File: config.mk
export PLATFORM = sky130hd
export DESIGN_NAME = serial_channel
export DESIGN_NICKNAME = d
export VERILOG_FILES = /design/src/rtl/serial_channel.v /design/src/rtl/tx_fifo.v
export VERILOG_INCLUDE_DIRS = /design/src /design/src/rtl
export SDC_FILE = /design/constraint.sdc
export NUM_CORES = 1
export LEC_CHECK = 0
export BUFFER_PORTS_ARGS = -buffer_cell sky130_fd_sc_hd__buf_2
export CORE_MARGIN = 1.5
export CORE_UTILIZATION = 32
export DETAILED_ROUTE_END_ITERATION = 7
export GPL_TIMING_DRIVEN = 0
export MAX_ROUTING_LAYER = met4
export PLACE_DENSITY = 0.59
export RECOVER_POWER = 50
export SYNTH_ARGS = -nofsm -noshare
export SYNTH_HDL_FRONTEND = slang
export SYNTH_SLANG_ARGS = --single-unit
File: constraint.sdc
create_clock -name clk -period 12.5 [get_ports clk]
set_clock_uncertainty 0.2 [all_clocks]
set_input_delay 2.5 -clock clk [delete_from_list [all_inputs] [get_ports clk]]
set_output_delay 2.5 -clock clk [all_outputs]
set_load 0.05 [all_outputs]
File: src/rtl/serial_channel_defines.vh
// constants for the multi-processor serial channel: map, fields, reset values, timing
`ifndef SERIAL_CHANNEL_DEFINES_VH
`define SERIAL_CHANNEL_DEFINES_VH

// ==========================================================
// register addresses
`define ADDR_SERIAL_MODE_CONTROL 16'hff90
`define ADDR_BAUD_DIVISOR 16'hff93
`define ADDR_TRANSMIT_STATUS 16'hff95
`define ADDR_RECEIVE_ERROR_STATUS 16'hffa1

// ==========================================================
// reset values
`define RST_SERIAL_MODE_CONTROL 8'h00
`define RST_BAUD_DIVISOR 8'h00
`define RST_TRANSMIT_STATUS 8'h00
`define RST_RECEIVE_ERROR_STATUS 8'h00

// ==========================================================
// serial_mode_control fields
`define BIT_CLOCK_POWER_ENABLE 7
`define BIT_TRANSMIT_ENABLE 6
`define BIT_RECEIVE_ENABLE 5
`define BIT_PARITY_SELECT_HIGH 4
`define BIT_PARITY_SELECT_LOW 3
`define BIT_CHAR_LENGTH_SELECT 2
`define BIT_STOP_BIT_COUNT_SELECT 1
`define BIT_ERROR_IRQ_ROUTING 0

// parity field encodings
`define PARITY_NONE 2'h0
`define PARITY_ZERO 2'h1
`define PARITY_ODD 2'h2
`define PARITY_EVEN 2'h3

// ==========================================================
// receive_error_status and transmit_status fields
`define BIT_ID_RECEIVED_FLAG 3
`define BIT_PARITY_ERROR_FLAG 2
`define BIT_FRAMING_ERROR_FLAG 1
`define BIT_OVERRUN_ERROR_FLAG 0
`define BIT_BUFFER_FULL_FLAG 1
`define BIT_SHIFT_BUSY_FLAG 0

// ==========================================================
// timing
`define SETTLE_TICKS 2'h2
`define MIN_DIVISOR 8'h08

// ==========================================================
// transmit buffer fifo shape
`define TX_FIFO_WIDTH 8
`define TX_FIFO_DEPTH 32
`define TX_FIFO_AW 5

`endif

File: src/rtl/serial_channel.v
// asynchronous serial channel with multi-processor framing, registers and transmit fifo
`timescale 1ns/1ps
`default_nettype none
`include "serial_channel_defines.vh"

module serial_channel (
    input wire clk,
    input wire arst_n,
    input wire ce,
    input wire [15:0] bus_addr,
    input wire bus_wr,
    input wire bus_rd,
    input wire [7:0] bus_wdata,
    output wire [7:0] bus_rdata,
    input wire [2:0] prescale_select,
    input wire ext_clk_in,
    input wire multiproc_mode,
    input wire mp_append_bit,
    input wire [7:0] tx_data,
    input wire tx_valid,
    output wire tx_ready,
    output wire [7:0] rx_data,
    output wire rx_data_valid,
    input wire rx_read,
    input wire serial_in_pin,
    output wire serial_out_pin,
    output wire rx_complete_irq,
    output wire rx_error_irq
);

    // frame field states shared by both directions, except S_STOP2 which only the transmitter uses
    localparam [2:0] S_IDLE = 3'd0;
    localparam [2:0] S_START = 3'd1;
    localparam [2:0] S_DATA = 3'd2;
    localparam [2:0] S_MP = 3'd3;
    localparam [2:0] S_PAR = 3'd4;
    localparam [2:0] S_STOP1 = 3'd5;
    localparam [2:0] S_STOP2 = 3'd6;
    localparam [7:0] RX_STATUS_RST = `RST_RECEIVE_ERROR_STATUS;

    // ==========================================================
    // functions
    function [2:0] next_field;
        input [2:0] cur;
        input mp_on;
        input [1:0] par;
        begin
            if (cur == S_DATA && mp_on) begin
                next_field = S_MP;
            end else if (par != `PARITY_NONE) begin
                next_field = S_PAR;
            end else begin
                next_field = S_STOP1;
            end
        end
    endfunction

    function parity_bit;
        input acc;
        input [1:0] par;
        begin
            case (par)
                `PARITY_ODD: parity_bit = ~acc;
                `PARITY_EVEN: parity_bit = acc;
                default: parity_bit = 1'b0;
            endcase
        end
    endfunction

    // ==========================================================
    // registers
    reg [7:0] mode_reg;
    reg [7:0] divisor_reg;
    reg [7:0] rdata_reg;
    reg buffer_full_reg;
    reg shift_busy_reg;
    reg [3:0] rx_status_reg;

    wire power_on = mode_reg[`BIT_CLOCK_POWER_ENABLE];
    wire tx_en = mode_reg[`BIT_TRANSMIT_ENABLE] & power_on;
    wire rx_en = mode_reg[`BIT_RECEIVE_ENABLE] & power_on;
    wire [1:0] par_mode = mode_reg[`BIT_PARITY_SELECT_HIGH:`BIT_PARITY_SELECT_LOW];
    wire char8 = mode_reg[`BIT_CHAR_LENGTH_SELECT];
    wire two_stops = mode_reg[`BIT_STOP_BIT_COUNT_SELECT];
    wire err_route = mode_reg[`BIT_ERROR_IRQ_ROUTING];
    wire [2:0] last_bit = char8 ? 3'd7 : 3'd6;

    always @(posedge clk or negedge arst_n) begin
        if (!arst_n) begin
            mode_reg <= `RST_SERIAL_MODE_CONTROL;
            divisor_reg <= `RST_BAUD_DIVISOR;
        end else if (ce && bus_wr) begin
            if (bus_addr == `ADDR_SERIAL_MODE_CONTROL) begin
                mode_reg <= bus_wdata;
            end
            if (bus_addr == `ADDR_BAUD_DIVISOR) begin
                divisor_reg <= bus_wdata;
            end
        end
    end

    // read data held until the next read; unmapped reads return zero
    always @(posedge clk or negedge arst_n) begin
        if (!arst_n) begin
            rdata_reg <= 8'h00;
        end else if (ce && bus_rd) begin
            case (bus_addr)
                `ADDR_SERIAL_MODE_CONTROL: rdata_reg <= mode_reg;
                `ADDR_BAUD_DIVISOR: rdata_reg <= divisor_reg;
                `ADDR_TRANSMIT_STATUS: rdata_reg <= {6'h00, buffer_full_reg, shift_busy_reg};
                `ADDR_RECEIVE_ERROR_STATUS: rdata_reg <= {4'h0, rx_status_reg};
                default: rdata_reg <= 8'h00;
            endcase
        end
    end
    assign bus_rdata = rdata_reg;

    // ==========================================================
    // prescaler and baud divider
    reg [7:0] presc_reg;
    reg ext_prev_reg;
    reg [7:0] brg_cnt_reg;
    wire [7:0] presc_mask = (8'h01 << prescale_select) - 8'h01;
    wire src_tick = power_on && ((prescale_select == 3'd0) ? (ext_clk_in & ~ext_prev_reg)
        : ((presc_reg & presc_mask) == presc_mask));
    // prohibited small divisors run as the smallest legal one
    wire [7:0] k_eff = (divisor_reg[7:3] == 5'h00) ? `MIN_DIVISOR : divisor_reg;
    wire baud_tick = src_tick && (brg_cnt_reg == k_eff - 8'h01);

    always @(posedge clk or negedge arst_n) begin
        if (!arst_n) begin
            presc_reg <= 8'h00;
            ext_prev_reg <= 1'b0;
            brg_cnt_reg <= 8'h00;
        end else if (ce) begin
            ext_prev_reg <= ext_clk_in;
            if (!power_on) begin
                presc_reg <= 8'h00;
                brg_cnt_reg <= 8'h00;
            end else begin
                presc_reg <= presc_reg + 8'h01;
                if (baud_tick) begin
                    brg_cnt_reg <= 8'h00;
                end else if (src_tick) begin
                    brg_cnt_reg <= brg_cnt_reg + 8'h01;
                end
            end
        end
    end

    // ==========================================================
    // enable settling, counted in prescaler ticks
    reg [1:0] tx_settle_reg;
    reg [1:0] rx_settle_reg;
    wire tx_go = tx_en && (tx_settle_reg == `SETTLE_TICKS);
    wire rx_go = rx_en && (rx_settle_reg == `SETTLE_TICKS);

    always @(posedge clk or negedge arst_n) begin
        if (!arst_n) begin
            tx_settle_reg <= 2'h0;
            rx_settle_reg <= 2'h0;
        end else if (ce) begin
            if (!tx_en) begin
                tx_settle_reg <= 2'h0;
            end else if (src_tick && !tx_go) begin
                tx_settle_reg <= tx_settle_reg + 2'h1;
            end
            if (!rx_en) begin
                rx_settle_reg <= 2'h0;
            end else if (src_tick && !rx_go) begin
                rx_settle_reg <= rx_settle_reg + 2'h1;
            end
        end
    end

    // ==========================================================
    // transmit buffer fed from the fifo
    wire fifo_valid;
    wire [7:0] fifo_data;
    wire fifo_pop = fifo_valid && !buffer_full_reg && tx_go;

    tx_fifo #(
        .WIDTH(`TX_FIFO_WIDTH),
        .DEPTH(`TX_FIFO_DEPTH),
        .AW(`TX_FIFO_AW)
    ) u_tx_fifo (
        .clk(clk),
        .arst_n(arst_n),
        .ce(ce),
        .flush(~tx_en),
        .in_valid(tx_valid),
        .in_ready(tx_ready),
        .in_data(tx_data),
        .out_valid(fifo_valid),
        .out_ready(fifo_pop),
        .out_data(fifo_data)
    );

    reg [7:0] tbuf_reg;
    reg tbuf_mp_reg;
    reg [2:0] tx_state_reg;
    reg [7:0] tx_shift_reg;
    reg tx_mp_reg;
    reg [2:0] tx_idx_reg;
    reg tx_acc_reg;
    reg tx_line_reg;
    // a frame that ends on this tick hands over to the buffer without a gap
    wire tx_frame_end = baud_tick && ((tx_state_reg == S_STOP1 && !two_stops)
        || tx_state_reg == S_STOP2);
    wire tx_load = buffer_full_reg && ((tx_state_reg == S_IDLE && baud_tick) || tx_frame_end);

    always @(posedge clk or negedge arst_n) begin
        if (!arst_n) begin
            tbuf_reg <= 8'h00;
            tbuf_mp_reg <= 1'b0;
            buffer_full_reg <= 1'b0;
            shift_busy_reg <= 1'b0;
            tx_state_reg <= S_IDLE;
            tx_shift_reg <= 8'h00;
            tx_mp_reg <= 1'b0;
            tx_idx_reg <= 3'd0;
            tx_acc_reg <= 1'b0;
            tx_line_reg <= 1'b1;
        end else if (ce) begin
            if (!tx_en) begin
                buffer_full_reg <= 1'b0;
                shift_busy_reg <= 1'b0;
                tx_state_reg <= S_IDLE;
                tx_line_reg <= 1'b1;
            end else begin
                if (fifo_pop) begin
                    tbuf_reg <= fifo_data;
                    tbuf_mp_reg <= mp_append_bit;
                    buffer_full_reg <= 1'b1;
                end else if (tx_load) begin
                    buffer_full_reg <= 1'b0;
                end
                if (tx_load) begin
                    tx_shift_reg <= tbuf_reg;
                    tx_mp_reg <= tbuf_mp_reg;
                    tx_idx_reg <= 3'd0;
                    tx_acc_reg <= 1'b0;
                    tx_line_reg <= 1'b0;
                    tx_state_reg <= S_START;
                    shift_busy_reg <= 1'b1;
                end else if (baud_tick) begin
                    case (tx_state_reg)
                        S_IDLE: begin
                            tx_line_reg <= 1'b1;
                        end
                        S_START, S_DATA: begin
                            if (tx_state_reg == S_START || tx_idx_reg != last_bit) begin
                                tx_line_reg <= tx_shift_reg[0];
                                tx_acc_reg <= tx_acc_reg ^ tx_shift_reg[0];
                                tx_shift_reg <= {1'b0, tx_shift_reg[7:1]};
                                if (tx_state_reg == S_DATA) begin
                                    tx_idx_reg <= tx_idx_reg + 3'd1;
                                end
                                tx_state_reg <= S_DATA;
                            end else begin
                                tx_state_reg <= next_field(S_DATA, multiproc_mode, par_mode);
                                if (multiproc_mode) begin
                                    tx_line_reg <= tx_mp_reg;
                                    tx_acc_reg <= tx_acc_reg ^ tx_mp_reg;
                                end else if (par_mode != `PARITY_NONE) begin
                                    tx_line_reg <= parity_bit(tx_acc_reg, par_mode);
                                end else begin
                                    tx_line_reg <= 1'b1;
                                end
                            end
                        end
                        S_MP: begin
                            tx_state_reg <= next_field(S_MP, multiproc_mode, par_mode);
                            tx_line_reg <= (par_mode != `PARITY_NONE)
                                ? parity_bit(tx_acc_reg, par_mode) : 1'b1;
                        end
                        S_PAR: begin
                            tx_state_reg <= S_STOP1;
                            tx_line_reg <= 1'b1;
                        end
                        S_STOP1: begin
                            tx_state_reg <= two_stops ? S_STOP2 : S_IDLE;
                            if (!two_stops) begin
                                shift_busy_reg <= 1'b0;
                            end
                        end
                        S_STOP2: begin
                            tx_state_reg <= S_IDLE;
                            shift_busy_reg <= 1'b0;
                        end
                        default: begin
                            tx_state_reg <= S_IDLE;
                        end
                    endcase
                end
            end
        end
    end

    assign serial_out_pin = power_on ? tx_line_reg : 1'b0;

    // ==========================================================
    // receiver
    reg [2:0] rx_state_reg;
    reg [7:0] rx_cnt_reg;
    reg [7:0] rx_shift_reg;
    reg [2:0] rx_idx_reg;
    reg rx_acc_reg;
    reg rx_mp_reg;
    reg rx_perr_reg;
    reg [7:0] rbuf_reg;
    reg rbuf_full_reg;
    reg rx_done_irq_reg;
    reg rx_err_irq_reg;
    // first sample lands mid start bit, later ones one full bit apart
    wire rx_sample = src_tick && (rx_cnt_reg == 8'h00);
    wire rx_bit = serial_in_pin;
    wire frame_err = ~rx_bit;
    wire ovr_err = rbuf_full_reg && !rx_read;
    wire [3:0] new_status = {multiproc_mode & rx_mp_reg, rx_perr_reg, frame_err, ovr_err};
    wire any_err = rx_perr_reg | frame_err | ovr_err;

    always @(posedge clk or negedge arst_n) begin
        if (!arst_n) begin
            rx_state_reg <= S_IDLE;
            rx_cnt_reg <= 8'h00;
            rx_shift_reg <= 8'h00;
            rx_idx_reg <= 3'd0;
            rx_acc_reg <= 1'b0;
            rx_mp_reg <= 1'b0;
            rx_perr_reg <= 1'b0;
            rbuf_reg <= 8'h00;
            rbuf_full_reg <= 1'b0;
            rx_status_reg <= RX_STATUS_RST[3:0];
            rx_done_irq_reg <= 1'b0;
            rx_err_irq_reg <= 1'b0;
        end else if (ce) begin
            rx_done_irq_reg <= 1'b0;
            rx_err_irq_reg <= 1'b0;
            if (!power_on) begin
                rx_status_reg <= 4'h0;
                rbuf_full_reg <= 1'b0;
            end else if (rx_read) begin
                rx_status_reg <= 4'h0;
                rbuf_full_reg <= 1'b0;
            end
            if (!rx_en) begin
                rx_state_reg <= S_IDLE;
            end else if (rx_state_reg == S_IDLE) begin
                if (rx_go && !rx_bit) begin
                    rx_state_reg <= S_START;
                    rx_cnt_reg <= {1'b0, k_eff[7:1]};
                    rx_idx_reg <= 3'd0;
                    rx_acc_reg <= 1'b0;
                    rx_mp_reg <= 1'b0;
                    rx_perr_reg <= 1'b0;
                end
            end else if (src_tick && !rx_sample) begin
                rx_cnt_reg <= rx_cnt_reg - 8'h01;
            end else if (rx_sample) begin
                rx_cnt_reg <= k_eff - 8'h01;
                case (rx_state_reg)
                    S_START: begin
                        rx_state_reg <= rx_bit ? S_IDLE : S_DATA;
                    end
                    S_DATA: begin
                        rx_shift_reg <= {rx_bit, rx_shift_reg[7:1]};
                        rx_acc_reg <= rx_acc_reg ^ rx_bit;
                        rx_idx_reg <= rx_idx_reg + 3'd1;
                        if (rx_idx_reg == last_bit) begin
                            rx_state_reg <= next_field(S_DATA, multiproc_mode, par_mode);
                        end
                    end
                    S_MP: begin
                        rx_mp_reg <= rx_bit;
                        rx_acc_reg <= rx_acc_reg ^ rx_bit;
                        rx_state_reg <= next_field(S_MP, multiproc_mode, par_mode);
                    end
                    S_PAR: begin
                        // zero parity is received but never judged
                        rx_perr_reg <= par_mode[1] & ~(rx_acc_reg ^ rx_bit ^ par_mode[0]);
                        rx_state_reg <= S_STOP1;
                    end
                    S_STOP1: begin
                        // only one stop bit is checked whatever the transmit setting
                        rx_state_reg <= S_IDLE;
                        rx_status_reg <= new_status;
                        if (!ovr_err) begin
                            rbuf_reg <= char8 ? rx_shift_reg : {1'b0, rx_shift_reg[7:1]};
                            rbuf_full_reg <= 1'b1;
                        end
                        rx_done_irq_reg <= ~(any_err & err_route);
                        rx_err_irq_reg <= any_err & err_route;
                    end
                    default: begin
                        rx_state_reg <= S_IDLE;
                    end
                endcase
            end
        end
    end

    assign rx_data = rbuf_reg;
    assign rx_data_valid = rbuf_full_reg;
    assign rx_complete_irq = rx_done_irq_reg;
    assign rx_error_irq = rx_err_irq_reg;

endmodule // serial_channel

`default_nettype wire

File: src/rtl/tx_fifo.v
// flip-flop fifo with valid/ready on both sides
`timescale 1ns/1ps
`default_nettype none

module tx_fifo #(
    parameter WIDTH = 8,
    parameter DEPTH = 32,
    parameter AW = 5
) (
    input wire clk,
    input wire arst_n,
    input wire ce,
    input wire flush,
    input wire in_valid,
    output wire in_ready,
    input wire [WIDTH-1:0] in_data,
    output wire out_valid,
    input wire out_ready,
    output wire [WIDTH-1:0] out_data
);

    reg [WIDTH-1:0] mem_reg [0:DEPTH-1];
    reg [AW-1:0] wr_ptr_reg;
    reg [AW-1:0] rd_ptr_reg;
    reg [AW:0] count_reg;
    wire push;
    wire pop;

    assign in_ready = ({{(31-AW){1'b0}}, count_reg} != DEPTH);
    assign out_valid = (count_reg != {(AW+1){1'b0}});
    assign out_data = mem_reg[rd_ptr_reg];
    assign push = in_valid & in_ready;
    assign pop = out_valid & out_ready;

    // ==========================================================
    // storage
    always @(posedge clk) begin
        if (ce && push) begin
            mem_reg[wr_ptr_reg] <= in_data;
        end
    end

    // ==========================================================
    // pointers
    always @(posedge clk or negedge arst_n) begin
        if (!arst_n) begin
            wr_ptr_reg <= {AW{1'b0}};
            rd_ptr_reg <= {AW{1'b0}};
            count_reg <= {(AW+1){1'b0}};
        end else if (ce) begin
            if (flush) begin
                wr_ptr_reg <= {AW{1'b0}};
                rd_ptr_reg <= {AW{1'b0}};
                count_reg <= {(AW+1){1'b0}};
            end else begin
                if (push) begin
                    wr_ptr_reg <= wr_ptr_reg + {{(AW-1){1'b0}}, 1'b1};
                end
                if (pop) begin
                    rd_ptr_reg <= rd_ptr_reg + {{(AW-1){1'b0}}, 1'b1};
                end
                if (push && !pop) begin
                    count_reg <= count_reg + {{AW{1'b0}}, 1'b1};
                end else if (pop && !push) begin
                    count_reg <= count_reg - {{AW{1'b0}}, 1'b1};
                end
            end
        end
    end

endmodule // tx_fifo

`default_nettype wire

==> impl_summary.txt <==
----------------------------------------------------
[Finish]
  Non-filler cells, final ... 2159
  Synthesis-to-finish area growth ... 14.4%
  Fraction of final layout cells with drive strength greater than 1 ... 0.139
  Post-layout net count ... 1496
  Core occupancy in the finished layout ... 0.370
  Number of flip-flops under the largest register name ... 256
  Number of antenna cells inserted ... 0

[Clocking]
  CTS max path bufs ... 3
  Clock Pin Slew Worst Setup and Hold Paths ... 0.06 ns
  Clock sink total ... 384
  Number of setup buffers added after CTS ... 0
  H-tree depth ... 2
  Clock latency on the worst-skew pair ... 0.58 ns
  CTS root buffer ... sky130_fd_sc_hd__clkbuf_16
  PostCTS Resize Cnt ... 0
  CTS tree ... built
  Number of hold buffers added after CTS ... 0
  Number of CTS-inserted buffers ... 40

[Floorplanning]
  Full die area ... 55700 um^2
  Die W ... 236 um
  Ports placed on the boundary ... 67
  Die height ... 236 um
  Number of standard-cell rows in the floorplan ... 85
  Initial Util ... 0.323
  Core area ... 53700 um^2

[Timing]
  Achievable clock frequency ... 0.180 GHz
  Pins Over Slew Limit ... 152
  RSZ-0062 raised after global routing ... no
  Setup TNS ... 0 ns
  Transition time of the tightest slew-check pin ... 3.07 ns
  Hold Fails Final Rpt ... 0
  Post-Route Hold Slack ... 0.278 ns
  # setup viols final ... 0
  Remaining max-slew budget at the tightest pin ... -1.05
  Smallest setup slack after layout ... 6.93 ns
  Fraction of the cycle the final worst path needs ... 0.446
  Final worst path period need ... 5.57 ns

[Synthesis]
  Number of distinct standard cells referenced by the synthesized netlist ... 69
  Avg Inst Size Synth ... 13.1 um^2
  Post-Synth Simple-Gate Area ... 0.0962
  Synthesized instance count ... 1323
  Dominant combinational cell family by area after synthesis ... multiplexers
  Post-synthesis compound-gate area fraction ... 0.110
  EDFF count, synth ... 256
  Cell Area, Synth ... 17400 um^2
  Number of storage elements in the synthesis netlist ... 384
  Fraction of the yosys area taken by sequential cells ... 0.627
  Ys async rst share ... 0.333
  Syn nets ... 1388
  Synthesis Warnings ... 0
  Area share of xor/xnor cells in the synthesized design ... 0.0121
  Flip-flop cell with the highest count after synthesis ... sky130_fd_sc_hd__edfxtp_1
  Adder-Cell Fraction of Synth Area ... 0.0141
  Fraction of synthesized area in multiplexers ... 0.115

[Worst hold path]
  Path class of the lowest-slack min-delay path ... reg2reg

[Power]
  Static leakage ... 6.99 nW
  Power density cells ... 131 nW/um^2
  Worst-case vdd ir drop ... 0.104 mV

[Outcome]
  Result of the run ... finished, violations left
  Failing checks ... capacitance limit, slew limit

[Worst setup path]
  Required arrival time at the worst endpoint ... 12.73 ns
  Data arrival time of the critical path ... 5.80 ns
  Crit Path Max Fanout ... 10
  CP endpoint kind ... flop
  Worst Setup Path Type ... in2reg
  Startpoint type of the worst setup path ... primary input

[Global routing]
  Vias in the first global route ... 11600
  Gr ovfl total ... 0
  Antenna violations before repair ... 0
  GRT Total Usage ... 0.161
  Wire length of the first global-routing pass ... 68200 um
  Largest net degree at the start of global routing ... 77

[Placement]
  Final weighted congestion of routability-driven global placement ... 0.902
  Number of placed instances with taps included ... 2085
  Number of buffer cells added on primary ports ... 65
  Post-detailed-placement half-perimeter wirelength ... 29600 um
  Minimum setup slack after placement ... 6.44 ns

[Route]
  DRC violation total after the first TritonRoute iteration ... 1055
  Residual DRC count ... 0
  Number of antenna-violating nets in the routed design ... 0
  DRT Pass-1 Iters ... 7
  Routed WL ... 43200 um
  Wire length per cell after detailed routing ... 20.0 um
  Ratio of routed vias to standard cells ... 5.33
  Routed via count ... 11500

[Job]
  Maximum Capacitance Violations ... 4

----------------------------------------------------
==> metal layers <==
layer	vias up	track usage	part of all wire
li1	5304	-	-
met1	5763	0.205	0.44
met2	364	0.265	0.49
met3	73	0.0250	0.053
met4	0	0.0432	0.024
met5	-	-	0
==> cells in the final DEF, fill, tap and decap left out, types with 36 or more instances in the layout <==
cell and instances:
sky130_fd_sc_hd__mux2_2 44, sky130_fd_sc_hd__mux2i_1 68, sky130_fd_sc_hd__buf_2 51, sky130_fd_sc_hd__clkbuf_1 95, sky130_fd_sc_hd__o21ai_0 113, sky130_fd_sc_hd__nand2_1 118
sky130_fd_sc_hd__nand3_1 39, sky130_fd_sc_hd__a221oi_1 36, sky130_fd_sc_hd__dfrtp_1 127, sky130_fd_sc_hd__clkbuf_16 40, sky130_fd_sc_hd__edfxtp_1 256, sky130_fd_sc_hd__nor2_1 75
==> critical path, cell delays in order <==
cell and delay (ns):
sky130_fd_sc_hd__buf_2 0.14, sky130_fd_sc_hd__or3_1 0.41, sky130_fd_sc_hd__ha_1 0.31, sky130_fd_sc_hd__o211ai_1 0.09, sky130_fd_sc_hd__or2_2 0.30, sky130_fd_sc_hd__o31ai_1 0.56
sky130_fd_sc_hd__clkbuf_1 0.48, sky130_fd_sc_hd__a31oi_1 0.31, sky130_fd_sc_hd__nor4_1 0.32, sky130_fd_sc_hd__mux2_2 0.37
==> cell families after synthesis <==
logic type,Yosys count
and+or+nand+nor,347
adders and majority gates,19
xor gates and xnor gates,24
AOI/OAI and AO/OA,285
muxes,151
DFF,384
buffers and inverters,113
==> final timing paths <==
check                                            from                          end  slack (ns)  cells after the start
min reg2reg                   tbuf_mp_reg$_DFFE_PN0P_        tx_mp_reg$_DFFE_PN0P_        0.28                      1
max                                prescale_select[1]      rx_perr_reg$_DFFE_PN0P_        6.93                     10
min in group asynchronous                      arst_n   brg_cnt_reg[0]$_DFFE_PN0P_        2.74                      1
min                           tbuf_mp_reg$_DFFE_PN0P_        tx_mp_reg$_DFFE_PN0P_        0.28                      1
max in group asynchronous                      arst_n       rx_data[1]$_DFFE_PN0P_        7.57                      1
max reg2reg                divisor_reg[5]$_DFFE_PN0P_  tx_shift_reg[6]$_DFFE_PN0P_        7.62                     16
==> area by class of cell <==
cell class | instances | area (um^2)
plain buffers | 80 | 320
clock buffers | 57 | 1110
clock inverters | 17 | 189
fillers | 5099 | 33800
inverters | 33 | 124
multi-input cells | 826 | 6030
flip-flops and latches | 384 | 10900
well taps | 696 | 871
repair buffers | 66 | 330
==> synth_stat cells (all sizes together), types with 10 or more instances <==
| master | count | share of area |
|---|---|---|
| nor3 | 22 | 0.0063 |
| mux2 | 51 | 0.035 |
| a31oi | 11 | 0.0040 |
| a21oi | 20 | 0.0058 |
| inv | 32 | 0.0069 |
| a221oi | 36 | 0.018 |
| nor2 | 75 | 0.016 |
| or3 | 11 | 0.0040 |
| edfxtp | 256 | 0.44 |
| clkbuf | 65 | 0.014 |
| mux2i | 68 | 0.039 |
| buf | 15 | 0.0044 |
| nand2 | 118 | 0.026 |
| nor4 | 11 | 0.0043 |
| mux4 | 32 | 0.041 |
| a22o | 10 | 0.0050 |
| dfrtp | 127 | 0.18 |
| a22oi | 22 | 0.0095 |
| xnor2 | 11 | 0.0055 |
| o31ai | 13 | 0.0056 |
| xor2 | 13 | 0.0066 |
| o21ai | 115 | 0.033 |
| ha | 18 | 0.013 |
| nand3 | 39 | 0.011 |
| nand2b | 12 | 0.0043 |
==> where the power goes <==
part	total (mW)	switching, mW	internal, mW
Sequential	1.36	0.00137	1.36
Combinational	0.0586	0.0444	0.0142
Clock	1.18	0.513	0.672
==> metrics by stage <==
step / instance area (um^2) / total power [mW]
after floorplan: 17400 / 1.41
after global placement: 18600 / 1.44
after detailed placement: 18600 / 1.45
after CTS: 19900 / 2.63
after global routing: 19900 / 2.69
final: 19900 / 2.61
(Power assumes the default switching activity.)
